`config.mk`:
```
export PLATFORM = sky130hd
export DESIGN_NAME = acr_config_regs
export DESIGN_NICKNAME = d
export VERILOG_FILES = /design/src/acr_pkg.sv /design/src/acr_config_regs.sv /design/src/acr_pattern_gen.sv
export SDC_FILE = /design/constraint.sdc
export NUM_CORES = 1
export LEC_CHECK = 0
export ABC_AREA = 1
export ABC_CLOCK_PERIOD_IN_PS = 5500
export BUFFER_PORTS_ARGS = -buffer_cell sky130_fd_sc_hd__buf_2
export CAP_MARGIN = 20
export CORE_MARGIN = 4
export CORE_UTILIZATION = 30
export CTS_CLUSTER_SIZE = 24
export DETAILED_ROUTE_END_ITERATION = 16
export PLACE_DENSITY_LB_ADDON = 0.2
export SYNTH_ARGS = -nofsm -noshare
export SYNTH_HDL_FRONTEND = slang
export SYNTH_SLANG_ARGS = --single-unit
```
`constraint.sdc`:
```
create_clock -name mclk -period 5.5 [get_ports mclk]
set_input_delay 0 -clock mclk [delete_from_list [all_inputs] [get_ports mclk]]
set_output_delay 0 -clock mclk [all_outputs]
set_load 0.02 [all_outputs]
```
`src/acr_pkg.sv`:
```
// package: register map, field layout and reset values of the converter configuration bank
package acr_pkg;
    localparam logic [7:0] ADDR_CHANNEL_INDEX = 8'h05;
    localparam logic [7:0] ADDR_OPERATING_MODE = 8'h08;
    localparam logic [7:0] ADDR_CLOCK_CONDITIONING = 8'h09;
    localparam logic [7:0] ADDR_INPUT_CLOCK_DIVIDER = 8'h0B;
    localparam logic [7:0] ADDR_OUTPUT_PATTERN_SELECT = 8'h0D;
    localparam logic [7:0] ADDR_SELF_TEST_CONTROL = 8'h0E;
    localparam logic [7:0] ADDR_SHADOW_COMMIT = 8'hFF;

    localparam logic [7:0] RST_CHANNEL_INDEX = 8'h03;
    localparam logic [7:0] RST_OPERATING_MODE = 8'h80;
    localparam logic [7:0] RST_CLOCK_CONDITIONING = 8'h00;
    localparam logic [7:0] RST_INPUT_CLOCK_DIVIDER = 8'h00;
    localparam logic [7:0] RST_OUTPUT_PATTERN_SELECT = 8'h00;
    localparam logic [7:0] RST_SELF_TEST_CONTROL = 8'h00;
    localparam logic [7:0] RST_SHADOW_COMMIT = 8'h00;
    localparam logic [7:0] COMMIT_VALUE = 8'h01;

    localparam int MODE_PWR_LSB = 0;
    localparam int MODE_PIN_FN_LSB = 5;
    localparam int MODE_PIN_EN_BIT = 7;
    localparam int CLK_DCS_BIT = 0;
    localparam int DIV_RATIO_LSB = 0;
    localparam int PAT_SEL_LSB = 0;
    localparam int PAT_RST_SHORT_BIT = 4;
    localparam int PAT_RST_LONG_BIT = 5;
    localparam int PAT_USER_SEQ_LSB = 6;
    localparam int BIST_START_BIT = 0;
    localparam int BIST_RESTART_BIT = 2;

    localparam int DATA_W = 10;

    typedef enum logic [1:0] {
        PWR_NORMAL = 2'b00,
        PWR_FULL_DOWN = 2'b01,
        PWR_STANDBY = 2'b10,
        PWR_DIGITAL_RESET = 2'b11
    } acr_pwr_t;

    typedef enum logic [3:0] {
        PAT_OFF = 4'b0000,
        PAT_MIDSCALE = 4'b0001,
        PAT_POS_FULL_SCALE = 4'b0010,
        PAT_NEG_FULL_SCALE = 4'b0011,
        PAT_CHECKER = 4'b0100,
        PAT_LONG_PRBS = 4'b0101,
        PAT_SHORT_PRBS = 4'b0110,
        PAT_WORD_TOGGLE = 4'b0111,
        PAT_USER = 4'b1000,
        PAT_BIT_TOGGLE = 4'b1001,
        PAT_SYNC = 4'b1010,
        PAT_ONE_BIT_HIGH = 4'b1011,
        PAT_MIXED_FREQ = 4'b1100
    } acr_pat_t;

    // one serial-port access as decoded by the framing logic
    typedef struct packed {
        logic wr;
        logic rd;
        logic [7:0] addr;
        logic [7:0] wdata;
    } acr_req_t;

    // per-channel active settings
    typedef struct packed {
        logic [7:0] mode;
        logic [7:0] pattern;
    } acr_chan_t;
endpackage
```
`src/acr_config_regs.sv`:
```
// configuration register bank with shadow commit and per-channel indexing
`timescale 1ns/1ps
`default_nettype none
module acr_config_regs (
    input wire logic mclk,
    input wire logic sys_rst,
    input wire acr_pkg::acr_req_t req,
    output logic [7:0] rdata,
    input wire logic pdwn_pin,
    input wire logic [acr_pkg::DATA_W-1:0] conv_data_a,
    input wire logic [acr_pkg::DATA_W-1:0] conv_data_b,
    input wire logic [acr_pkg::DATA_W-1:0] user_word1,
    input wire logic [acr_pkg::DATA_W-1:0] user_word2,
    output logic [acr_pkg::DATA_W-1:0] out_data_a,
    output logic [acr_pkg::DATA_W-1:0] out_data_b,
    output logic [1:0] chan_power_down,
    output logic [1:0] chan_standby,
    output logic digital_reset,
    output logic dcs_enable,
    output logic clk_div_en,
    output logic self_test_run,
    output logic self_test_restart
);
    // -----------------------------------------
    // storage
    // -----------------------------------------
    logic [1:0] chan_index_r;
    acr_pkg::acr_chan_t shadow_a_r;
    acr_pkg::acr_chan_t shadow_b_r;
    acr_pkg::acr_chan_t active_a_r;
    acr_pkg::acr_chan_t active_b_r;
    logic [7:0] shadow_clock_r;
    logic [7:0] shadow_div_r;
    logic [7:0] active_clock_r;
    logic [7:0] active_div_r;
    logic [7:0] self_test_r;
    logic commit_r;
    logic [2:0] div_cnt_r;
    logic [1:0] pdwn_meta_r;
    logic pdwn_sync;
    logic [1:0] pwr_a;
    logic [1:0] pwr_b;
    logic [1:0] pin_a;
    logic [1:0] pin_b;
    logic commit_wr;
    logic [7:0] rdata_nxt;

    assign commit_wr = req.wr && req.addr == acr_pkg::ADDR_SHADOW_COMMIT
        && req.wdata == acr_pkg::COMMIT_VALUE;

    // -----------------------------------------
    // pin synchroniser
    // -----------------------------------------
    always_ff @(posedge mclk or posedge sys_rst) begin
        if (sys_rst) begin
            pdwn_meta_r <= 2'b00;
        end else begin
            pdwn_meta_r <= {pdwn_meta_r[0], pdwn_pin};
        end
    end
    assign pdwn_sync = pdwn_meta_r[1];

    // -----------------------------------------
    // channel index
    // -----------------------------------------
    always_ff @(posedge mclk or posedge sys_rst) begin
        if (sys_rst) begin
            chan_index_r <= acr_pkg::RST_CHANNEL_INDEX[1:0];
        end else if (req.wr && req.addr == acr_pkg::ADDR_CHANNEL_INDEX) begin
            chan_index_r <= req.wdata[1:0];
        end
    end

    // -----------------------------------------
    // shadow registers
    // -----------------------------------------
    always_ff @(posedge mclk or posedge sys_rst) begin
        if (sys_rst) begin
            shadow_a_r <= {acr_pkg::RST_OPERATING_MODE, acr_pkg::RST_OUTPUT_PATTERN_SELECT};
            shadow_b_r <= {acr_pkg::RST_OPERATING_MODE, acr_pkg::RST_OUTPUT_PATTERN_SELECT};
        end else if (req.wr) begin
            // local writes land in every indexed channel
            if (req.addr == acr_pkg::ADDR_OPERATING_MODE) begin
                if (chan_index_r[0]) shadow_a_r.mode <= req.wdata;
                if (chan_index_r[1]) shadow_b_r.mode <= req.wdata;
            end
            if (req.addr == acr_pkg::ADDR_OUTPUT_PATTERN_SELECT) begin
                if (chan_index_r[0]) shadow_a_r.pattern <= req.wdata;
                if (chan_index_r[1]) shadow_b_r.pattern <= req.wdata;
            end
        end
    end

    always_ff @(posedge mclk or posedge sys_rst) begin
        if (sys_rst) begin
            shadow_clock_r <= acr_pkg::RST_CLOCK_CONDITIONING;
            shadow_div_r <= acr_pkg::RST_INPUT_CLOCK_DIVIDER;
        end else if (req.wr) begin
            if (req.addr == acr_pkg::ADDR_CLOCK_CONDITIONING) begin
                shadow_clock_r <= {7'h00, req.wdata[acr_pkg::CLK_DCS_BIT]};
            end
            if (req.addr == acr_pkg::ADDR_INPUT_CLOCK_DIVIDER) begin
                shadow_div_r <= {5'h00, req.wdata[acr_pkg::DIV_RATIO_LSB +: 3]};
            end
        end
    end

    // -----------------------------------------
    // commit: pulse then autoclear
    // -----------------------------------------
    always_ff @(posedge mclk or posedge sys_rst) begin
        if (sys_rst) begin
            commit_r <= acr_pkg::RST_SHADOW_COMMIT[0];
        end else begin
            commit_r <= commit_wr;
        end
    end

    // all shadows move in one edge so settings never mix old and new
    always_ff @(posedge mclk or posedge sys_rst) begin
        if (sys_rst) begin
            active_a_r <= {acr_pkg::RST_OPERATING_MODE, acr_pkg::RST_OUTPUT_PATTERN_SELECT};
            active_b_r <= {acr_pkg::RST_OPERATING_MODE, acr_pkg::RST_OUTPUT_PATTERN_SELECT};
            active_clock_r <= acr_pkg::RST_CLOCK_CONDITIONING;
            active_div_r <= acr_pkg::RST_INPUT_CLOCK_DIVIDER;
        end else if (commit_r) begin
            active_a_r <= shadow_a_r;
            active_b_r <= shadow_b_r;
            active_clock_r <= shadow_clock_r;
            active_div_r <= shadow_div_r;
        end
    end

    // -----------------------------------------
    // self-test control, not shadowed
    // -----------------------------------------
    always_ff @(posedge mclk or posedge sys_rst) begin
        if (sys_rst) begin
            self_test_r <= acr_pkg::RST_SELF_TEST_CONTROL;
        end else if (req.wr && req.addr == acr_pkg::ADDR_SELF_TEST_CONTROL) begin
            self_test_r <= req.wdata & 8'h05;
        end
    end

    always_ff @(posedge mclk or posedge sys_rst) begin
        if (sys_rst) begin
            self_test_run <= 1'b0;
            self_test_restart <= 1'b0;
        end else begin
            self_test_run <= self_test_r[acr_pkg::BIST_START_BIT];
            self_test_restart <= self_test_r[acr_pkg::BIST_RESTART_BIT];
        end
    end

    // -----------------------------------------
    // clock divider and stabilizer
    // -----------------------------------------
    always_ff @(posedge mclk or posedge sys_rst) begin
        if (sys_rst) begin
            div_cnt_r <= 3'h0;
            clk_div_en <= 1'b0;
        end else if (div_cnt_r >= active_div_r[2:0]) begin
            div_cnt_r <= 3'h0;
            clk_div_en <= 1'b1;
        end else begin
            div_cnt_r <= div_cnt_r + 3'h1;
            clk_div_en <= 1'b0;
        end
    end

    always_ff @(posedge mclk or posedge sys_rst) begin
        if (sys_rst) begin
            dcs_enable <= 1'b0;
        end else begin
            dcs_enable <= active_clock_r[acr_pkg::CLK_DCS_BIT];
        end
    end

    // -----------------------------------------
    // power modes
    // -----------------------------------------
    // pin, when enabled, forces full down or standby per the pin-function field, except on a channel whose mode is digital reset
    always_comb begin
        pwr_a = active_a_r.mode[acr_pkg::MODE_PWR_LSB +: 2];
        pwr_b = active_b_r.mode[acr_pkg::MODE_PWR_LSB +: 2];
        pin_a = active_a_r.mode[acr_pkg::MODE_PIN_FN_LSB] ? acr_pkg::PWR_STANDBY : acr_pkg::PWR_FULL_DOWN;
        pin_b = active_b_r.mode[acr_pkg::MODE_PIN_FN_LSB] ? acr_pkg::PWR_STANDBY : acr_pkg::PWR_FULL_DOWN;
        if (pdwn_sync && active_a_r.mode[acr_pkg::MODE_PIN_EN_BIT] && pwr_a != acr_pkg::PWR_DIGITAL_RESET) begin
            pwr_a = pin_a;
        end
        if (pdwn_sync && active_b_r.mode[acr_pkg::MODE_PIN_EN_BIT] && pwr_b != acr_pkg::PWR_DIGITAL_RESET) begin
            pwr_b = pin_b;
        end
    end

    always_ff @(posedge mclk or posedge sys_rst) begin
        if (sys_rst) begin
            chan_power_down <= 2'b00;
            chan_standby <= 2'b00;
            digital_reset <= 1'b0;
        end else begin
            chan_power_down <= {pwr_b == acr_pkg::PWR_FULL_DOWN, pwr_a == acr_pkg::PWR_FULL_DOWN};
            chan_standby <= {pwr_b == acr_pkg::PWR_STANDBY, pwr_a == acr_pkg::PWR_STANDBY};
            digital_reset <= pwr_a == acr_pkg::PWR_DIGITAL_RESET || pwr_b == acr_pkg::PWR_DIGITAL_RESET;
        end
    end

    // -----------------------------------------
    // read-back
    // -----------------------------------------
    // channel A wins when both index bits are set
    always_comb begin
        case (req.addr)
            acr_pkg::ADDR_CHANNEL_INDEX: rdata_nxt = {6'h00, chan_index_r};
            acr_pkg::ADDR_OPERATING_MODE: rdata_nxt = chan_index_r[0] ? shadow_a_r.mode : shadow_b_r.mode;
            acr_pkg::ADDR_OUTPUT_PATTERN_SELECT:
                rdata_nxt = chan_index_r[0] ? shadow_a_r.pattern : shadow_b_r.pattern;
            acr_pkg::ADDR_CLOCK_CONDITIONING: rdata_nxt = shadow_clock_r;
            acr_pkg::ADDR_INPUT_CLOCK_DIVIDER: rdata_nxt = shadow_div_r;
            acr_pkg::ADDR_SELF_TEST_CONTROL: rdata_nxt = self_test_r;
            acr_pkg::ADDR_SHADOW_COMMIT: rdata_nxt = {7'h00, commit_r};
            default: rdata_nxt = 8'h00;
        endcase
    end

    always_ff @(posedge mclk or posedge sys_rst) begin
        if (sys_rst) begin
            rdata <= 8'h00;
        end else if (req.rd) begin
            rdata <= rdata_nxt;
        end
    end

    // -----------------------------------------
    // per-channel test pattern generators
    // -----------------------------------------
    acr_pattern_gen u_pat_a (
        .mclk(mclk),
        .sys_rst(sys_rst),
        .pattern(active_a_r.pattern),
        .user_word1(user_word1),
        .user_word2(user_word2),
        .conv_data(conv_data_a),
        .out_data(out_data_a)
    );

    acr_pattern_gen u_pat_b (
        .mclk(mclk),
        .sys_rst(sys_rst),
        .pattern(active_b_r.pattern),
        .user_word1(user_word1),
        .user_word2(user_word2),
        .conv_data(conv_data_b),
        .out_data(out_data_b)
    );
endmodule
`default_nettype wire

```
`src/acr_pattern_gen.sv`:
```
// one channel's output test pattern generator and data multiplexer
`timescale 1ns/1ps
`default_nettype none
module acr_pattern_gen (
    input wire logic mclk,
    input wire logic sys_rst,
    input wire logic [7:0] pattern,
    input wire logic [acr_pkg::DATA_W-1:0] user_word1,
    input wire logic [acr_pkg::DATA_W-1:0] user_word2,
    input wire logic [acr_pkg::DATA_W-1:0] conv_data,
    output logic [acr_pkg::DATA_W-1:0] out_data
);
    logic [22:0] long_lfsr_r;
    logic [8:0] short_lfsr_r;
    logic phase_r;
    logic user_done_r;
    logic [3:0] sel;
    logic [1:0] user_seq;
    logic [acr_pkg::DATA_W-1:0] test_word;
    logic [acr_pkg::DATA_W-1:0] user_word;

    assign sel = pattern[acr_pkg::PAT_SEL_LSB +: 4];
    assign user_seq = pattern[acr_pkg::PAT_USER_SEQ_LSB +: 2];

    // -----------------------------------------
    // pseudo-random generators
    // -----------------------------------------
    always_ff @(posedge mclk or posedge sys_rst) begin
        if (sys_rst) begin
            long_lfsr_r <= 23'h7FFFFF;
        end else if (pattern[acr_pkg::PAT_RST_LONG_BIT]) begin
            long_lfsr_r <= 23'h7FFFFF;
        end else begin
            long_lfsr_r <= {long_lfsr_r[21:0], long_lfsr_r[22] ^ long_lfsr_r[17]};
        end
    end

    always_ff @(posedge mclk or posedge sys_rst) begin
        if (sys_rst) begin
            short_lfsr_r <= 9'h1FF;
        end else if (pattern[acr_pkg::PAT_RST_SHORT_BIT]) begin
            short_lfsr_r <= 9'h1FF;
        end else begin
            short_lfsr_r <= {short_lfsr_r[7:0], short_lfsr_r[8] ^ short_lfsr_r[4]};
        end
    end

    // -----------------------------------------
    // alternating phase and user sequencing
    // -----------------------------------------
    always_ff @(posedge mclk or posedge sys_rst) begin
        if (sys_rst) begin
            phase_r <= 1'b0;
        end else begin
            phase_r <= ~phase_r;
        end
    end

    // "once" modes stop after one pass; leaving user mode rearms
    always_ff @(posedge mclk or posedge sys_rst) begin
        if (sys_rst) begin
            user_done_r <= 1'b0;
        end else if (sel != acr_pkg::PAT_USER) begin
            user_done_r <= 1'b0;
        end else if (user_seq[1] && (!user_seq[0] || phase_r)) begin
            user_done_r <= 1'b1;
        end
    end

    always_comb begin
        user_word = (user_seq[0] && phase_r) ? user_word2 : user_word1;
        if (user_done_r) begin
            user_word = '0;
        end
    end

    // -----------------------------------------
    // pattern select
    // -----------------------------------------
    always_comb begin
        case (sel)
            acr_pkg::PAT_MIDSCALE: test_word = {1'b1, {(acr_pkg::DATA_W-1){1'b0}}};
            acr_pkg::PAT_POS_FULL_SCALE: test_word = '1;
            acr_pkg::PAT_NEG_FULL_SCALE: test_word = '0;
            acr_pkg::PAT_CHECKER: test_word = phase_r ? 10'h2AA : 10'h155;
            acr_pkg::PAT_LONG_PRBS: test_word = long_lfsr_r[acr_pkg::DATA_W-1:0];
            acr_pkg::PAT_SHORT_PRBS: test_word = {short_lfsr_r, short_lfsr_r[8]};
            acr_pkg::PAT_WORD_TOGGLE: test_word = phase_r ? '1 : '0;
            acr_pkg::PAT_USER: test_word = user_word;
            acr_pkg::PAT_BIT_TOGGLE: test_word = phase_r ? 10'h2AA : 10'h000;
            acr_pkg::PAT_SYNC: test_word = 10'h0F8;
            acr_pkg::PAT_ONE_BIT_HIGH: test_word = 10'h200;
            acr_pkg::PAT_MIXED_FREQ: test_word = phase_r ? 10'h343 : 10'h0BC;
            default: test_word = '0;
        endcase
    end

    always_ff @(posedge mclk or posedge sys_rst) begin
        if (sys_rst) begin
            out_data <= '0;
        end else if (sel != acr_pkg::PAT_OFF) begin
            out_data <= test_word;
        end else begin
            out_data <= conv_data;
        end
    end
endmodule
`default_nettype wire

```
==> run_results.csv, run 1 <==
group,metric,value,unit
cts,cts_root_buffer,"clkbuf_16",
sta,timing.fmax,497,MHz
synth,yosys.area_share.simple,24.4,%
cts,cts_inserted_buffers,17,
synth,synth_sequential_area_ratio,57.0,%
cts,worstSkewPairLatency,0.44,ns
power,total_leakage_power,4.96,nW
synth,synth_xor_xnor_area_share,0.219,%
status,run_status,"completed",
die,core-area,26200,um^2
drt,drt_first_pass_iters,5,
min_path,timing.hold.worst_path_depth,3,
die,top_level_ports,98,
final_layout,final_cell_area_excluding_filler_cells,9830,um^2
drt,routed_wire_length_per_instance,14.6,um
drt,wl_met3,1060,um
power,clkPwrFrac,44.4,%
power,pwr-share-comb,5.4,%
synth,post-synth-top-area-fraction,34.0,%
critical_path,critical_path.reg2reg.endpoint,"u_pat_a.out_data[9]",
place,post_placement_setup_slack,3.87,ns
synth,synth.net_count,944,
synth,synth_enable_flop_cells,0,
critical_path,cp_slowest_cell,"dlygate4sd3_1",
power,ir_worst_vdd,0.000126,V
sta,setup_violations,0,
cts,cts_tree,"built",
cts,clock_h_tree_levels,4,
sta,grt_setup_unrepaired,"false",
critical_path,cp_cell_sequence,"inv_1 -> nor2_2 -> nand2_1 -> o21ai_0 -> nor2_1 -> nand4_1 -> dlygate4sd3_1",
critical_path,cp_data_arrival_time,2.38,ns
power,fraction_of_power_spent_switching_nets,24.2,%
place,portBuffers,97,
grt,grt_pass1_vias,6059,
drt,postRouteAntennaNets,0,
min_path,holdCritStartpoint,"req[1]",
grt,antenna_found_initial,0,
critical_path,worstPathMaxFanout,9,
synth,ys_dominant_reg_cell,"dfrtp_1",
synth,synth_compound_gate_area_share,9.77,%
cts,cts.reportedPaths.clkPinSlew,0.07,ns
synth,postSynth.asyncResetShare,100,%
critical_path,critical_path.reg2reg.startpoint,"active_a_r[2]",
sta,slew_headroom,36.1,%
sta,final-hold-violation-count,0,
synth,postSynthRegisterBits,179,
sta,final_critical_path_setup_slack,3.49,ns
power,p_switching,0.646,mW
drt,topRoutingLayerUsed,"met4",
final_layout,post_route_cells_drive_above_1_share,29.4,%
place,detailed_place.area,8820,um^2
synth,yosys.area.top_type,"dfrtp_1",
power,power.share.sequential,50.2,%
place,place_hpwl,14100,um
cts,post_cts.repair.setup_buffers,0,
grt,grt_usage,14.0,%
synth,combinational_family_with_the_most_area_after_synthesis,"simple AND/OR/NAND/NOR gates",
critical_path,worst_setup_path_startpoint,"active_a_r[2]",
critical_path,cp-start-kind,"flop",
synth,ys_warn_count,0,
cts,cts_num_sinks,179,
drt,drt_initial_violations,439,
synth,netlist_area,8020,um^2
grt,grt_start_max_net_pins,76,
final_layout,layout-area-overhead-vs-synth,22.6,%
place,gp_congestion,0.827,
synth,synth.area.mux_share,1.83,%
cts,cts_hold_repair.buffers,44,
drt,met2RoutedLength,8600,um
synth,ys_top_cells_by_count,"nand2_1, dfrtp_1, inv_1, dfstp_2",
synth,post_synth_inst_count,879,
sta,max_slew.worst_pin.slew,0.958,ns
critical_path,worst_r2r_path_depth,7,
power,internal_power,2.02,mW
die,die_width,171,um
grt,globalRouteOverflowTotal,0,
die,fp.dieArea,29400,um^2
synth,synth_fa_ha_area_share,0.624,%
grt,grt_first_pass_wirelength,32500,um
cts,clockBufferDepth,2,
drt,vias,6160,
critical_path,worst-endpoint-required,5.87,ns
synth,synth.distinct_cells,37,
synth,yosys-top-cells-area,"dfrtp_1, dfstp_2, nand2_1",
final_layout,final_nets,1087,
sta,max_slew_violation_count,0,
flow_run,max_cap_violations,0,
min_path,hp-class,"input pin to flop",
drt,route.detailed.vias_per_inst,4.50,
min_path,hold_end,"shadow_a_r[9]",
power,power_density,272,nW/um^2
synth,synth.most_common_cell,"nand2_1",
critical_path,crit_type,"flop to flop",
critical_path,worstSetupEndpointType,"flop",
sta,post-route-min-period,2.01,ns
sta,setup_tns,0,ns
synth,postSynthAreaPerCell,9.12,um^2
drt,routedLengthMet1,10100,um
critical_path,ff2ff_setup_slack,3.49,ns
cts,resized_cells_post_cts,0,
die,die_height,171,um
die,starting_density_of_the_core,30.6,%
critical_path,maximum_single_stage_delay_on_the_critical_path,0.55,ns
die,rows,59,
sta,skew,0.00906,ns
final_layout,antenna_cells,0,
drt,drt-total-wl,20100,um
sta,layout_worst_path_cycle_share,36.6,%
drt,drc_errors,0,
==> metrics by stage <==
| step | total power [mW] | std cells | hold WS, ns | util (%) |
|---|---|---|---|---|
| final | 2.67 | 1370 | 0.00668 | 37.5 |
| after CTS | 2.71 | 1370 | 0.00258 | 37.5 |
| after detailed placement | 1.49 | 1294 | 0.0233 | 33.6 |
| after global routing | 2.78 | 1370 | 0.0310 | 37.5 |
| after global placement | 1.49 | 1294 | 0.0235 | 33.6 |
| after floorplan | 1.43 | 879 | 0.0314 | - |
==> how the worst max path moves through the flow <==
stage	to	depth (start not counted)
after floorplan	active_a_r[0]	1
after global placement	u_pat_a.out_data[2]	5
after detailed placement	rdata[6]	6
after CTS	u_pat_a.out_data[9]	7
after global routing	commit_r	8
final	u_pat_a.out_data[9]	7
==> worst max-delay path, delay by kind of cell (launching register included) <==
kind            cells  cell delay [ns]
compound gates      1             0.29
buf+inv             2             0.65
flops               1             0.44
simple gates        4             0.58
==> cells in the final DEF (no fill, tap or decap), types with 2 or more instances in the layout <==
cell	netlist	final
clkinv_2	0	3
xnor2_1	2	2
and3_1	7	7
mux2_2	13	13
nor3_1	2	2
o22ai_1	6	6
nor2_4	5	5
clkinv_4	0	4
o21ai_2	28	28
dfstp_2	70	70
inv_1	88	87
nor2_2	3	3
dfrtp_1	109	109
ha_1	4	4
clkbuf_8	0	2
nand4_1	19	19
nor3b_1	3	3
inv_4	1	2
nor2_1	62	62
nand2_2	6	6
a21oi_1	23	23
inv_2	4	4
o21ai_1	12	12
buf_2	6	97
nand2_4	3	3
or2_2	33	33
dlygate4sd3_1	0	44
nand3_1	34	34
clkinv_1	3	3
clkbuf_16	0	18
nand3_2	2	2
o21ai_0	62	62
nand2_1	249	249
inv_6	0	4
buf_4	5	3
==> per-layer routing <==
| layer | vias to the layer above | track usage [%] |
|---|---|---|
| li1 | 3094 | - |
| met1 | 2888 | 20.9 |
| met2 | 160 | 20.5 |
| met3 | 18 | 2.74 |
| met4 | 0 | 4.48 |
| met5 | - | 0 |
==> layout make-up <==
class                      count  area [um^2]
fill                        2648        16400
clock inverter                12         93.8
clock buffer                  20          478
multi-input combinational    584         2960
sequential                   179         4570
inverter                      96          368
timing repair buffer         144          948
tap                          335          419
==> power by group through the flow <==
stage               Combinational, mW  Clock [mW]  Sequential [mW]
floorplan                      0.0566           0             1.37
global placement                0.123           0             1.36
detailed placement              0.123           0             1.36
CTS                             0.146        1.22             1.34
global route                    0.162        1.28             1.34
finish                          0.143        1.19             1.34
==> cell families (layout without fill, tap and decap cells) <==
| kind of cell | count (synthesis) | in the layout |
|---|---|---|
| simple gates | 432 | 432 |
| flops | 179 | 179 |
| compound gates | 133 | 133 |
| buf+inv | 116 | 272 |
| mux | 13 | 13 |
| fa+ha+maj | 4 | 4 |
| xor+xnor | 2 | 2 |
==> flip-flops by register name, indices dropped and copies added, names as in the netlist, 3 cells and up <==
name / cells
shadow_b_r: 16
rdata: 8
u_pat_a.long_lfsr_r: 23
shadow_div_r: 3
shadow_a_r: 16
active_div_r: 3
u_pat_b.short_lfsr_r: 9
active_a_r: 12
active_b_r: 12
u_pat_b.long_lfsr_r: 23
u_pat_a.short_lfsr_r: 9
div_cnt_r: 3
u_pat_a.out_data: 10
u_pat_b.out_data: 10
Note: power is estimated with default switching activity, not from simulation.
==> inputs of run 2 (changes only) <==
--- a/config.mk
+++ b/config.mk
@@ -6,7 +6,7 @@
 export NUM_CORES = 1
 export LEC_CHECK = 0
 export ABC_AREA = 1
-export ABC_CLOCK_PERIOD_IN_PS = 5500
+export ABC_CLOCK_PERIOD_IN_PS = 2000
 export BUFFER_PORTS_ARGS = -buffer_cell sky130_fd_sc_hd__buf_2
 export CAP_MARGIN = 20
 export CORE_MARGIN = 4
==> constraint.sdc (replaced) <==
create_clock -name mclk -period 2 [get_ports mclk]
set_input_delay 0 -clock mclk [delete_from_list [all_inputs] [get_ports mclk]]
set_output_delay 0 -clock mclk [all_outputs]
set_load 0.02 [all_outputs]
==> run 2 against run 1 <==
Against the previous run: the flow now finishes with violations (hold timing); clock skew up 0.0029 ns; die area unchanged; count of clock-buffer cells in the layout down 3; utilization up 0.47 points; critical path type unchanged; largest cell class unchanged.
==> run_results.csv, run 2 (synthesis gave the netlist of run 1 again) <==
group,metric,value,unit
status,run_status,"finished, violations left",
status,violated_checks,"hold timing",
sta,layout_worst_path_cycle_share,95.1,%
final_layout,top_regs,"u_pat_a.long_lfsr_r (23), u_pat_b.long_lfsr_r (23)",
grt,grt_pass1_vias,6266,
die,fp.dieArea,29400,um^2
cts,cts_tree,"built",
sta,max_slew.worst_pin.slew,0.664,ns
drt,drt_first_pass_iters,5,
final_layout,multiInputGateArea,3030,um^2
grt,grt_start_max_net_pins,58,
cts,cts.reportedPaths.clkPinSlew,0.08,ns
die,top_level_ports,98,
grt,grt_usage,14.1,%
grt,globalRouteOverflowTotal,0,
final_layout,layout.area.seq,4570,um^2
min_path,holdCritStartpoint,"req[7]",
sta,grt_setup_unrepaired,"false",
sta,max_slew_violation_count,0,
final_layout,layout.core_utilization,38.0,%
min_path,hp-class,"input pin to flop",
power,power_density,737,nW/um^2
drt,postRouteAntennaNets,0,
die,die_width,171,um
die,starting_density_of_the_core,30.6,%
cts,worstSkewPairLatency,0.43,ns
drt,vias,6156,
sta,final-hold-violation-count,3,
sta,final.hold.worst_slack,-0.00586,ns
critical_path,worstPathMaxFanout,5,
critical_path,cp_data_arrival_time,2.28,ns
critical_path,cp-start-kind,"flop",
sta,setup_violations,0,
sta,post-route-min-period,1.90,ns
flow_run,max_cap_violations,0,
sta,skew,0.0119,ns
sta,slew_headroom,55.6,%
cts,cts_inserted_buffers,17,
critical_path,worst-endpoint-required,2.38,ns
final_layout,layout.cells.most_common,"nand2_1",
final_layout,final_nets,1087,
critical_path,worst_setup_path_startpoint,"active_a_r[0]",
final_layout,post_route_cells_drive_above_1_share,31.2,%
cts,clock_h_tree_levels,4,
grt,grt_first_pass_wirelength,33000,um
cts,cts_num_sinks,179,
critical_path,worstSetupEndpointType,"flop",
cts,clockBufferDepth,2,
final_layout,layout-area-overhead-vs-synth,24.2,%
drt,drt-total-wl,20000,um
final_layout,fillerInstances,2675,
drt,routed_wire_length_per_instance,14.6,um
die,rows,59,
sta,timing.fmax,526,MHz
place,gp_congestion,0.860,
place,place_hpwl,14300,um
power,ir_worst_vdd,0.000553,V
final_layout,antenna_cells,0,
place,portBuffers,97,
critical_path,critical_path.reg2reg.startpoint,"active_a_r[0]",
grt,antenna_found_initial,0,
power,total_leakage_power,5.00,nW
die,core-area,26200,um^2
cts,cts_root_buffer,"clkbuf_16",
critical_path,crit_type,"flop to flop",
drt,drc_errors,0,
die,die_height,171,um
final_layout,layout_common_cells,"nand2_1, dfrtp_1, buf_2, inv_1, dfstp_2",
drt,route.detailed.vias_per_inst,4.49,
drt,drt_initial_violations,381,
-- run 2: changes by cell type in the layout (fill, tap and decap cells not counted), sizes merged --
cell | before | now
clkbuf | 20 | 17
clkinvlp | 0 | 3
dlymetal6s4s | 0 | 1
buf | 100 | 105
dlygate4sd3 | 44 | 38
-- run 2: worst paths after layout --
kind / end / slack [ns] / cells after the start
min reg2reg: pdwn_meta_r[1] / 0.35 / 0
min: shadow_b_r[15] / -0.006 / 3
max reg2reg: u_pat_a.out_data[9] / 0.1 / 8
min in group asynchronous: shadow_a_r[14] / 0.21 / 3
max: u_pat_a.out_data[9] / 0.1 / 8
max in group asynchronous: u_pat_a.long_lfsr_r[19] / 1.05 / 4
-- run 2: power breakdown --
group,leakage [nW],switching [mW],internal (mW)
Combinational,2.56,0.245,0.159
Clock,0.279,1.59,1.65
Sequential,2.16,0.0209,3.66
Total,5.00,1.86,5.47
-- run 2: layout make-up --
| type | instances | share of cell area (%) |
|---|---|---|
| clock inverter | 15 | 1.46 |
| inverter | 96 | 3.72 |
| timing repair buffer | 144 | 9.96 |
| sequential | 179 | 45.9 |
| tap | 335 | 4.21 |
| clock buffer | 17 | 4.27 |
| multi-input combinational | 584 | 30.5 |
-- run 2: routing by layer --
layer / vias up / track usage (%) / share of wire, %
met5: - / 0 / 0
met4: 0 / 3.79 / 1.2
met3: 21 / 3.13 / 5.2
met2: 160 / 21.2 / 43
met1: 2871 / 20.5 / 50
li1: 3104 / - / -
-- run 2: per-stage QoR --
stage	TNS (ns)	total power [mW]	cell area (um^2)	setup WS, ns	cells
6_report	0	7.33	9950	0.0983	1370
5_1_grt	0	7.65	9950	0.000111	1370
4_1_cts	0	7.44	9860	0.0360	1370
3_5_place_dp	0	4.10	8900	0.385	1299
3_3_place_gp	0	4.10	8900	0.418	1299
2_1_floorplan	-25.88	3.93	8020	-0.237	879
-- run 2: worst max-delay path, stage by stage (launching register included) --
cell and delay (ns):
dfrtp_1 0.42, inv_1 0.13, nand2_1 0.10, nor2_2 0.23, nand2_1 0.13, o21ai_1 0.13, nor2_1 0.10, nand4_1 0.08
dlygate4sd3_1 0.54
-- run 2: what timing repair did --
item,4_1_cts,5_1_grt
setup buffers,0,0
hold buffers,39,0
endpoints found under the hold margin,71,0
endpoints found under the setup margin,0,7
resized for setup,0,25
